==> config.mk <==
export PLATFORM = sky130hd
export DESIGN_NAME = wdt_core
export DESIGN_NICKNAME = d
export VERILOG_FILES = /design/src/logic/wdt_pkg.sv /design/src/logic/wdt_reg_if.sv /design/src/logic/wdt_core.sv /design/src/logic/wdt_axil_slave.sv /design/src/logic/wdt_irq_bank.sv
export VERILOG_INCLUDE_DIRS = /design/src /design/src/logic
export SDC_FILE = /design/constraint.sdc
export NUM_CORES = 1
export LEC_CHECK = 0
export BUFFER_PORTS_ARGS = -buffer_cell sky130_fd_sc_hd__buf_2
export CAP_MARGIN = 20
export CORE_MARGIN = 2
export CORE_UTILIZATION = 52
export DETAILED_ROUTE_END_ITERATION = 16
export PLACE_DENSITY = 0.76
export SYNTH_ARGS = -nofsm -noshare
export SYNTH_HDL_FRONTEND = slang
export SYNTH_SLANG_ARGS = --single-unit
==> constraint.sdc <==
create_clock -name clk_i -period 6.4 [get_ports clk_i]
set_clock_uncertainty 0.1 [all_clocks]
set_input_delay 1.92 -clock clk_i [delete_from_list [all_inputs] [get_ports clk_i]]
set_output_delay 1.92 -clock clk_i [all_outputs]
set_load 0.03 [all_outputs]
==> src/logic/wdt_defines.svh <==
// register offsets, reset values and field positions of the two-stage watchdog
`ifndef WDT_DEFINES_SVH
`define WDT_DEFINES_SVH

// ---------------------------------------------------------------
// register byte offsets
// ---------------------------------------------------------------
`define WDT_OFF_LOAD    12'h000
`define WDT_OFF_VALUE   12'h004
`define WDT_OFF_CTRL    12'h008
`define WDT_OFF_ICLR    12'h00c
`define WDT_OFF_RIS     12'h010
`define WDT_OFF_MIS     12'h014
`define WDT_OFF_STALL   12'h418
`define WDT_OFF_IRQ_ST  12'h500
`define WDT_OFF_IRQ_MSK 12'h504
`define WDT_OFF_LOCK    12'hc00

// ---------------------------------------------------------------
// reset values, keys and field positions
// ---------------------------------------------------------------
`define WDT_LOAD_RST    32'hffffffff
`define WDT_UNLOCK_KEY  32'h1acce551
`define WDT_CTRL_TIMEOUT_INTERRUPT_ENABLE  0
`define WDT_CTRL_RESET_OUTPUT_ENABLE  1
`define WDT_STALL_BIT   8
`define WDT_EV_TIMEOUT  0
`define WDT_EV_RESET    1
`define WDT_EV_LOCKWR   2
`define WDT_EV_W        3
`define WDT_RESP_OKAY   2'b00
`define WDT_RESP_SLVERR 2'b10

`endif

==> src/logic/wdt_pkg.sv <==
// types shared by the two-stage watchdog modules
package wdt_pkg;
  // slave channel states
  typedef enum logic [1:0] {
    WDT_BUS_IDLE,
    WDT_BUS_RESP
  } wdt_bus_e;
endpackage : wdt_pkg

==> src/logic/wdt_reg_if.sv <==
// interface carrying decoded register accesses from the bus slave to the core
interface wdt_reg_if;
  logic        wr_stb;
  logic [11:0] wr_addr;
  logic [31:0] wr_data;
  logic [11:0] rd_addr;
  logic [31:0] rd_data;
  logic        rd_ok;
  logic        wr_ok;

  modport slave (output wr_stb, output wr_addr, output wr_data, output rd_addr,
                 input rd_data, input rd_ok, input wr_ok);
  modport core  (input wr_stb, input wr_addr, input wr_data, input rd_addr,
                 output rd_data, output rd_ok, output wr_ok);
endinterface : wdt_reg_if

==> src/logic/wdt_core.sv <==
// two-stage watchdog: down counter, nonmaskable time-out interrupt, reset escalation
// ---------------------------------------------------------------
// How it works
// RULE1: a 32-bit down counter reloads from the interval load register.
// RULE2: once enabled, reaching zero raises the first time-out.
// RULE3: setting the interrupt enable also starts the counter.
// RULE4: after the first time-out the counter reloads and keeps counting.
// RULE5: zero again with interrupt pending and reset enabled asserts system reset.
// RULE6: clearing the interrupt in time reloads the counter, no reset follows.
// RULE7: writing the load value while running loads the counter at once.
// RULE8: writing the load value leaves a pending interrupt untouched.
// RULE9: software clears the interrupt only through the interrupt clear register.
// RULE10: re-enabling the interrupt preloads the counter from the load value.
// RULE11: after the lock register is written, configuration writes are refused.
// RULE12: interrupt and reset generation have separate enable bits.
// RULE13: a software stall bit freezes the counter.
// RULE14: time-out drives a nonmaskable interrupt; escalation drives system reset.
// RULE15: any write to the clear register clears interrupt and reloads counter.
// RULE16: a zero load value raises the time-out interrupt at once.
// RULE17: once interrupt enable is set, control writes are ignored until reset.
// RULE18: any lock write other than the unlock key locks; only the unlock key unlocks.
// RULE19: counts down one per clock when running; hardware reset clears all but load and count, which take LOAD_RESET.
// ---------------------------------------------------------------
`include "wdt_defines.svh"
module wdt_core #(
  parameter logic [31:0] LOAD_RESET = `WDT_LOAD_RST
) (
  // clock and reset
  input  wire logic        clk_i,
  input  wire logic        sys_rst_i,
  // axi4-lite write address and data
  input  wire logic [11:0] s_axi_awaddr_i,
  input  wire logic        s_axi_awvalid_i,
  output logic             s_axi_awready_o,
  input  wire logic [31:0] s_axi_wdata_i,
  input  wire logic [3:0]  s_axi_wstrb_i,
  input  wire logic        s_axi_wvalid_i,
  output logic             s_axi_wready_o,
  // axi4-lite write response
  output logic [1:0]       s_axi_bresp_o,
  output logic             s_axi_bvalid_o,
  input  wire logic        s_axi_bready_i,
  // axi4-lite read
  input  wire logic [11:0] s_axi_araddr_i,
  input  wire logic        s_axi_arvalid_i,
  output logic             s_axi_arready_o,
  output logic [31:0]      s_axi_rdata_o,
  output logic [1:0]       s_axi_rresp_o,
  output logic             s_axi_rvalid_o,
  input  wire logic        s_axi_rready_i,
  // processor and system
  output logic             nmi_o,
  output logic             sys_reset_o,
  output logic             irq_o
);
  // ---------------------------------------------------------------
  // state
  // ---------------------------------------------------------------
  typedef struct packed {
    logic [31:0] load;
    logic [31:0] count;
    logic        int_en;
    logic        rst_en;
    logic        stall;
    logic        pending;
    logic        locked;
    logic        sys_reset;
  } wdt_core_s;

  wdt_core_s st_reg;
  wdt_core_s st_next;

  wdt_reg_if rif ();

  logic [`WDT_EV_W-1:0] ev;
  logic [`WDT_EV_W-1:0] ev_status;
  logic [`WDT_EV_W-1:0] ev_mask;
  logic                 wr_load;
  logic                 wr_ctrl;
  logic                 wr_iclr;
  logic                 wr_stall;
  logic                 wr_lock;
  logic                 wr_evclr;
  logic                 wr_evmsk;
  logic                 wr_cfg;
  logic                 zero_hit;

  // ---------------------------------------------------------------
  // bus slave and event bank
  // ---------------------------------------------------------------
  wdt_axil_slave u_slave (
    .clk_i     (clk_i),
    .sys_rst_i (sys_rst_i),
    .awaddr_i  (s_axi_awaddr_i),
    .awvalid_i (s_axi_awvalid_i),
    .awready_o (s_axi_awready_o),
    .wdata_i   (s_axi_wdata_i),
    .wstrb_i   (s_axi_wstrb_i),
    .wvalid_i  (s_axi_wvalid_i),
    .wready_o  (s_axi_wready_o),
    .bresp_o   (s_axi_bresp_o),
    .bvalid_o  (s_axi_bvalid_o),
    .bready_i  (s_axi_bready_i),
    .araddr_i  (s_axi_araddr_i),
    .arvalid_i (s_axi_arvalid_i),
    .arready_o (s_axi_arready_o),
    .rdata_o   (s_axi_rdata_o),
    .rresp_o   (s_axi_rresp_o),
    .rvalid_o  (s_axi_rvalid_o),
    .rready_i  (s_axi_rready_i),
    .rif       (rif.slave)
  );

  wdt_irq_bank #(
    .W (`WDT_EV_W)
  ) u_irq (
    .clk_i     (clk_i),
    .sys_rst_i (sys_rst_i),
    .event_i   (ev),
    .clr_stb_i (wr_evclr),
    .msk_stb_i (wr_evmsk),
    .wdata_i   (rif.wr_data[`WDT_EV_W-1:0]),
    .status_o  (ev_status),
    .mask_o    (ev_mask),
    .irq_o     (irq_o)
  );

  // ---------------------------------------------------------------
  // write decode
  // ---------------------------------------------------------------
  // lock gates the load, control, clear and stall registers; the lock and event registers stay writable
  assign wr_cfg   = rif.wr_stb && !st_reg.locked;
  assign wr_load  = wr_cfg && rif.wr_addr == `WDT_OFF_LOAD;
  assign wr_ctrl  = wr_cfg && rif.wr_addr == `WDT_OFF_CTRL;
  assign wr_iclr  = wr_cfg && rif.wr_addr == `WDT_OFF_ICLR;
  assign wr_stall = wr_cfg && rif.wr_addr == `WDT_OFF_STALL;
  assign wr_lock  = rif.wr_stb && rif.wr_addr == `WDT_OFF_LOCK;
  assign wr_evclr = rif.wr_stb && rif.wr_addr == `WDT_OFF_IRQ_ST;
  assign wr_evmsk = rif.wr_stb && rif.wr_addr == `WDT_OFF_IRQ_MSK;
  assign zero_hit = st_reg.int_en && !st_reg.stall && st_reg.count == 32'h00000000;

  // unmapped writes answer slverr; locked writes are silently dropped
  always_comb begin
    rif.wr_ok = 1'b1;
    if (rif.wr_addr == `WDT_OFF_LOAD || rif.wr_addr == `WDT_OFF_CTRL) begin
      rif.wr_ok = 1'b1;
    end else if (rif.wr_addr == `WDT_OFF_ICLR || rif.wr_addr == `WDT_OFF_STALL) begin
      rif.wr_ok = 1'b1;
    end else if (rif.wr_addr == `WDT_OFF_LOCK || rif.wr_addr == `WDT_OFF_IRQ_ST) begin
      rif.wr_ok = 1'b1;
    end else if (rif.wr_addr == `WDT_OFF_IRQ_MSK) begin
      rif.wr_ok = 1'b1;
    end else begin
      rif.wr_ok = 1'b0;
    end
  end

  // ---------------------------------------------------------------
  // read decode
  // ---------------------------------------------------------------
  always_comb begin
    rif.rd_data = 32'h00000000;
    rif.rd_ok   = 1'b1;
    if (rif.rd_addr == `WDT_OFF_LOAD) begin
      rif.rd_data = st_reg.load;
    end else if (rif.rd_addr == `WDT_OFF_VALUE) begin
      rif.rd_data = st_reg.count;
    end else if (rif.rd_addr == `WDT_OFF_CTRL) begin
      rif.rd_data[`WDT_CTRL_TIMEOUT_INTERRUPT_ENABLE] = st_reg.int_en;
      rif.rd_data[`WDT_CTRL_RESET_OUTPUT_ENABLE] = st_reg.rst_en;
    end else if (rif.rd_addr == `WDT_OFF_ICLR) begin
      rif.rd_data = 32'h00000000;
    end else if (rif.rd_addr == `WDT_OFF_RIS) begin
      rif.rd_data[0] = st_reg.pending;
    end else if (rif.rd_addr == `WDT_OFF_MIS) begin
      rif.rd_data[0] = st_reg.pending && st_reg.int_en;
    end else if (rif.rd_addr == `WDT_OFF_STALL) begin
      rif.rd_data[`WDT_STALL_BIT] = st_reg.stall;
    end else if (rif.rd_addr == `WDT_OFF_LOCK) begin
      rif.rd_data[0] = st_reg.locked;
    end else if (rif.rd_addr == `WDT_OFF_IRQ_ST) begin
      rif.rd_data[`WDT_EV_W-1:0] = ev_status;
    end else if (rif.rd_addr == `WDT_OFF_IRQ_MSK) begin
      rif.rd_data[`WDT_EV_W-1:0] = ev_mask;
    end else begin
      rif.rd_ok = 1'b0;
    end
  end

  // ---------------------------------------------------------------
  // counter and escalation
  // ---------------------------------------------------------------
  always_comb begin
    st_next = st_reg;
    ev      = '0;
    // RULE19: decrement per clock
    // RULE13: stall freezes count
    if (st_reg.int_en && !st_reg.stall && st_reg.count != 32'h00000000) begin
      st_next.count = st_reg.count - 32'h00000001;
    end
    // RULE2: zero gives time-out
    // RULE4: reload after time-out
    if (zero_hit) begin
      st_next.count = st_reg.load;
      if (!st_reg.pending) begin
        st_next.pending = 1'b1;
        ev[`WDT_EV_TIMEOUT] = 1'b1;
      end else if (st_reg.rst_en) begin
        // RULE5: second time-out resets
        st_next.sys_reset = 1'b1;
        ev[`WDT_EV_RESET] = 1'b1;
      end
    end
    // RULE7: load write restarts count
    // RULE8: pending kept on load
    if (wr_load) begin
      st_next.load  = rif.wr_data;
      st_next.count = rif.wr_data;
      // RULE16: zero load fires now
      if (rif.wr_data == 32'h00000000 && st_reg.int_en) begin
        st_next.pending = 1'b1;
        ev[`WDT_EV_TIMEOUT] = 1'b1;
      end
    end
    // RULE15: clear and reload
    // RULE6: cleared in time
    // RULE9: only clear register
    if (wr_iclr) begin
      st_next.pending = ev[`WDT_EV_TIMEOUT]; // a time-out in this same cycle wins
      st_next.count   = st_reg.load;
    end
    // RULE17: control frozen once enabled
    // RULE12: separate enables
    // RULE3: enable starts counting
    // RULE10: preload on enable
    if (wr_ctrl && !st_reg.int_en) begin
      st_next.rst_en = rif.wr_data[`WDT_CTRL_RESET_OUTPUT_ENABLE];
      st_next.int_en = rif.wr_data[`WDT_CTRL_TIMEOUT_INTERRUPT_ENABLE];
      if (rif.wr_data[`WDT_CTRL_TIMEOUT_INTERRUPT_ENABLE]) begin
        st_next.count = st_reg.load;
      end
    end
    if (wr_stall) begin
      st_next.stall = rif.wr_data[`WDT_STALL_BIT];
    end
    // RULE18: lock and unlock key
    // RULE11: lock protects config
    if (wr_lock) begin
      st_next.locked = rif.wr_data != `WDT_UNLOCK_KEY;
      ev[`WDT_EV_LOCKWR] = 1'b1;
    end
  end

  // state register; hardware reset restores everything
  always_ff @(posedge clk_i or posedge sys_rst_i) begin
    if (sys_rst_i) begin
      st_reg       <= '0;
      st_reg.load  <= LOAD_RESET;
      st_reg.count <= LOAD_RESET;
    end else begin
      st_reg <= st_next;
    end
  end

  // RULE14: nmi and system reset
  // interrupt is nonmaskable: enable only gates counting, never this output
  assign nmi_o       = st_reg.pending;
  assign sys_reset_o = st_reg.sys_reset;
endmodule : wdt_core

==> src/logic/wdt_axil_slave.sv <==
// axi4-lite slave turning bus transfers into register strobes
`include "wdt_defines.svh"
module wdt_axil_slave (
  // clock and reset
  input  wire logic        clk_i,
  input  wire logic        sys_rst_i,
  // write channels
  input  wire logic [11:0] awaddr_i,
  input  wire logic        awvalid_i,
  output logic             awready_o,
  input  wire logic [31:0] wdata_i,
  input  wire logic [3:0]  wstrb_i,
  input  wire logic        wvalid_i,
  output logic             wready_o,
  output logic [1:0]       bresp_o,
  output logic             bvalid_o,
  input  wire logic        bready_i,
  // read channels
  input  wire logic [11:0] araddr_i,
  input  wire logic        arvalid_i,
  output logic             arready_o,
  output logic [31:0]      rdata_o,
  output logic [1:0]       rresp_o,
  output logic             rvalid_o,
  input  wire logic        rready_i,
  // core side
  wdt_reg_if.slave         rif
);
  typedef struct packed {
    logic              aw_got;
    logic              w_got;
    logic [11:0]       awaddr;
    logic [31:0]       wdata;
    wdt_pkg::wdt_bus_e wst;
    logic [1:0]        bresp;
    wdt_pkg::wdt_bus_e rst;
    logic [31:0]       rdata;
    logic [1:0]        rresp;
  } wdt_axs_s;

  wdt_axs_s st_reg;
  wdt_axs_s st_next;

  // write fires once both halves are held; strobes then pass to the core
  always_comb begin
    st_next       = st_reg;
    rif.wr_stb    = 1'b0;
    rif.wr_addr   = st_reg.awaddr;
    rif.wr_data   = st_reg.wdata;
    rif.rd_addr   = araddr_i;
    if (awvalid_i && !st_reg.aw_got && st_reg.wst == wdt_pkg::WDT_BUS_IDLE) begin
      st_next.aw_got = 1'b1;
      st_next.awaddr = awaddr_i;
    end
    if (wvalid_i && !st_reg.w_got && st_reg.wst == wdt_pkg::WDT_BUS_IDLE) begin
      st_next.w_got = 1'b1;
      // partial strobes still write the whole word; the registers are word-only
      st_next.wdata = wdata_i;
    end
    case (st_reg.wst)
      wdt_pkg::WDT_BUS_IDLE: begin
        if (st_reg.aw_got && st_reg.w_got) begin
          rif.wr_stb    = 1'b1;
          st_next.bresp = rif.wr_ok ? `WDT_RESP_OKAY : `WDT_RESP_SLVERR;
          st_next.wst   = wdt_pkg::WDT_BUS_RESP;
        end
      end
      default: begin
        if (bready_i) begin
          st_next.wst    = wdt_pkg::WDT_BUS_IDLE;
          st_next.aw_got = 1'b0;
          st_next.w_got  = 1'b0;
        end
      end
    endcase
    // reads answer one cycle after the address is taken
    case (st_reg.rst)
      wdt_pkg::WDT_BUS_IDLE: begin
        if (arvalid_i) begin
          st_next.rdata = rif.rd_data;
          st_next.rresp = rif.rd_ok ? `WDT_RESP_OKAY : `WDT_RESP_SLVERR;
          st_next.rst   = wdt_pkg::WDT_BUS_RESP;
        end
      end
      default: begin
        if (rready_i) begin
          st_next.rst = wdt_pkg::WDT_BUS_IDLE;
        end
      end
    endcase
  end

  // state register
  always_ff @(posedge clk_i or posedge sys_rst_i) begin
    if (sys_rst_i) begin
      st_reg <= '{default: '0, wst: wdt_pkg::WDT_BUS_IDLE, rst: wdt_pkg::WDT_BUS_IDLE};
    end else begin
      st_reg <= st_next;
    end
  end

  assign awready_o = !st_reg.aw_got && st_reg.wst == wdt_pkg::WDT_BUS_IDLE;
  assign wready_o  = !st_reg.w_got && st_reg.wst == wdt_pkg::WDT_BUS_IDLE;
  assign bvalid_o  = st_reg.wst == wdt_pkg::WDT_BUS_RESP;
  assign bresp_o   = st_reg.bresp;
  assign arready_o = st_reg.rst == wdt_pkg::WDT_BUS_IDLE;
  assign rvalid_o  = st_reg.rst == wdt_pkg::WDT_BUS_RESP;
  assign rdata_o   = st_reg.rdata;
  assign rresp_o   = st_reg.rresp;
endmodule : wdt_axil_slave

==> src/logic/wdt_irq_bank.sv <==
// sticky event bits with write-one-to-clear, mask and one level interrupt
`include "wdt_defines.svh"
module wdt_irq_bank #(
  parameter int W = `WDT_EV_W
) (
  // clock and reset
  input  wire logic         clk_i,
  input  wire logic         sys_rst_i,
  // events and software access
  input  wire logic [W-1:0] event_i,
  input  wire logic         clr_stb_i,
  input  wire logic         msk_stb_i,
  input  wire logic [W-1:0] wdata_i,
  // state
  output logic [W-1:0]      status_o,
  output logic [W-1:0]      mask_o,
  output logic              irq_o
);
  typedef struct packed {
    logic [W-1:0] status;
    logic [W-1:0] mask;
    logic         irq;
  } wdt_irq_s;

  wdt_irq_s st_reg;
  wdt_irq_s st_next;

  // set wins over a clear in the same cycle
  always_comb begin
    st_next        = st_reg;
    st_next.status = (st_reg.status & ~(clr_stb_i ? wdata_i : '0)) | event_i;
    if (msk_stb_i) begin
      st_next.mask = wdata_i;
    end
    st_next.irq = |(st_next.status & st_next.mask);
  end

  // state register
  always_ff @(posedge clk_i or posedge sys_rst_i) begin
    if (sys_rst_i) begin
      st_reg <= '0;
    end else begin
      st_reg <= st_next;
    end
  end

  assign status_o = st_reg.status;
  assign mask_o   = st_reg.mask;
  assign irq_o    = st_reg.irq;
endmodule : wdt_irq_bank

==> run_results.csv <==
group,metric,value,unit
status,status,"finished, final reports clean",
global_route,grt.total_usage,25.6,%
critical_path,path_max_fanout,30,
synth,yosys.area.top_type,"dfrtp_1",
clock_network,cts_repair_resize_count,0,
pwr,power.share.clock,28.5,%
synth,syn-instance-count,832,
layout,largest_register_ffs,68,
pwr,p_sw,1.29,mW
floorplanning,floorplan.initialDensity,53.7,%
floorplanning,die_h,130,µm
pwr,power,3.69,mW
pwr,swShare,35.0,%
timing,fin_tns_setup,0,ps
layout,multi_input_area,3640,µm²
timing,hold_ws,366,ps
timing,slew_headroom,41.9,%
run,drv_cap,0,
timing,hold_viol,0,
timing,final-setup-viol-count,0,
synth,synth.distinct_cells,73,
critical_path,cp-end-kind,"flip-flop",
routing,drt_iter0_markers,548,
pwr,p_per_area,399,nW/µm²
clock_network,clkTransAtPathRegs,60,ps
critical_path,arrival,4020,ps
synth,synth-main-ff-cell,"dfrtp_1",
global_route,grt-ovfl-total,0,
floorplanning,rows,45,
layout,final_common_cell,"nand2_1",
critical_path,crit_chain,"buf_2, or4_1, or3_1, nor3_2, buf_4, a222oi_1, o21ai_0",
layout,diodes,0,
placement,port_buffers,104,
clock_network,cts_tree,"built",
critical_path,required,6630,ps
routing,drtAntennaViolNets,0,
routing,wl_per_cell,18.5,µm
timing,layout_min_cycle_time,3790,ps
critical_path,path_class,"in2reg",
synth,synth_seq_cells,159,
pwr,cell_internal_pwr,2.40,mW
routing,drtPass1Iterations,7,
critical_path,cp_top_family,"simple AND/OR/NAND/NOR gates",
critical_path,startpoint_type,"primary input",
layout,synthToLayoutAreaGrowth,12.6,%
layout,fillers,1326,
routing,drc,0,
routing,avgViaCountPerCell,5.98,
routing,drt_wl_total,20500,µm
clock_network,root_buffer,"clkbuf_16",
synth,ys_warn_count,0,
global_route,antenna_found_initial,0,
critical_path,critPathMaxStageDelay,520,ps
synth,synth_area,8220,µm²
pwr,p_comb_share,24.2,%
clock_network,numCtsBuffers,17,
pwr,leakagePower,3.95,nW
clock_network,cts_hold_buf,0,
synth,seq_area_frac_synth,49.4,%
critical_path,crit_slowest_cell,"or4_1",
hold_path,worstHoldPathType,"reg2reg",
synth,yosysTopAreaCellShare,28.9,%
placement,hpwl,14300,µm
critical_path,cp_num_buf_inv,2,
clock_network,htree_levels,4,
global_route,grt_pass1_vias,6191,
timing,rsz0062_at_grt,"no",
global_route,grt_pass1_wl,33300,µm
clock_network,cts_setup_buffers,0,
placement,place_congestion,0.938,
global_route,grt_max_degree,86,
layout,utilization,60.4,%
floorplanning,die_w,130,µm
floorplanning,io-pin-count,111,
pwr,pwr-share-seq,47.3,%
layout,regArea,4060,µm²
timing,period_share,59.2,%
timing,slew_violations,0,
synth,async_flop_share,100,%
clock_network,clk_path_buf_depth,2,
routing,vias,6634,
synth,syn-mean-instance-area,9.88,µm²
timing,max_clock_freq,264,MHz
floorplanning,die_area,16800,µm²
pwr,irDropWorstVdd,0.000277,V
synth,synth_edf_count,0,
timing,tightest_slew,871,ps
layout,fin_nets,954,
layout,drive_gt1_share,32.0,%
layout,final_cell_mix,"nand2_1, buf_2, dfrtp_1, dfstp_2, mux2_2",
clock_network,cts_sinks,159,
clock_network,clkLatencyLatePin,430,ps
floorplanning,core_area,15300,µm²
synth,yosys-top-cells-area,"dfrtp_1, dfstp_2, mux2_2",
[logic make-up (layout without fill, tap and decap cells)]
family | count (synthesis) | in the layout | share of synthesized area (%)
other cells | 1 | 2 | 0.0456
fa+ha+maj | 2 | 2 | 0.304
mux | 50 | 50 | 6.85
buf+inv | 96 | 161 | 6.55
xor+xnor | 18 | 18 | 1.92
flops | 159 | 159 | 49.4
simple gates | 323 | 323 | 19.7
compound gates | 183 | 183 | 15.2
[metal layers]
metal / track usage, % / share of wire (%) / vias up
met3: 5.08 / 8.2 / 30
met4: 9.61 / 2.4 / 0
met2: 36.8 / 43 / 276
met5: 0 / 0 / -
li1: - / - / 3093
met1: 38.6 / 47 / 3235
[synthesized netlist by cell type, types with 4 or more instances]
cell,number
o22ai_1,23
nand2_1,146
nand3_1,13
dfstp_2,64
buf_2,4
o21ai_0,45
nand4_1,14
inv_1,14
a21oi_1,14
or4_1,8
nand2b_1,4
nor4_1,24
a21boi_0,8
buf_4,36
and2_1,4
nand3b_1,5
xnor2_1,8
o21ai_1,5
a22oi_1,29
a31oi_1,9
nor2_1,42
or3_1,7
nor3b_1,5
mux2_2,50
nor3_1,18
dfrtp_1,95
and3_1,6
buf_1,4
xor2_1,10
a21oi_2,10
buf_6,5
clkbuf_1,33
nor4b_1,7
[power by group through the flow]
stage          logic [mW]  clock network [mW]  registers, mW
6_report            0.893                1.05           1.74
4_1_cts             0.887                1.07           1.73
2_1_floorplan       0.762                   0           1.57
3_5_place_dp        0.879                   0           1.74
3_3_place_gp        0.858                   0           1.72
5_1_grt             0.990                1.11           1.79
[final timing paths]
path / startpoint / slack [ps] / cells past startpoint / end
min in group asynchronous: sys_rst_i / 1550 / 2 / u_slave.rresp_o[1]$_DFFE_PP0P_
setup reg to reg: u_slave.rif.wr_addr[11]$_DFFE_PP0P_ / 3240 / 7 / st_reg[14]$_DFF_PP1_
hold / removal: st_reg[65]$_DFFE_PP1P_ / 370 / 2 / st_reg[65]$_DFFE_PP1P_
hold reg to reg: st_reg[65]$_DFFE_PP1P_ / 370 / 2 / st_reg[65]$_DFFE_PP1P_
max in group asynchronous: sys_rst_i / 3630 / 3 / st_reg[41]$_DFFE_PP1P_
setup / recovery: s_axi_araddr_i[4] / 2610 / 7 / u_slave.rdata_o[2]$_DFFE_PP0P_
[metrics by stage]
| stage | worst slack (ps) | cell area [µm²] | instances |
|---|---|---|---|
| floorplan | 194 | 8220 | 833 |
| global placement | 2240 | 8620 | 1076 |
| detailed placement | 2220 | 8620 | 1076 |
| CTS | 2640 | 9230 | 1108 |
| global route | 2530 | 9250 | 1109 |
| finish | 2610 | 9250 | 1109 |
[final cells by class]
class	count	share of cell area (%)
tap	211	2.85
clock inverter	11	1.66
inverter	14	0.622
multi-input combinational	578	39.4
sequential	159	43.9
clock buffer	21	4.98
timing repair buffer	115	6.65
[worst reg2reg max path, stage by stage, from the launching register on]
cell and delay [ps]:
dfrtp_1 430, or2_1 270, or4_1 480, or4_1 830, a21boi_2 410, buf_4 300, o22ai_1 180, a21oi_2 50
Power figures use the tool's default switching activity.
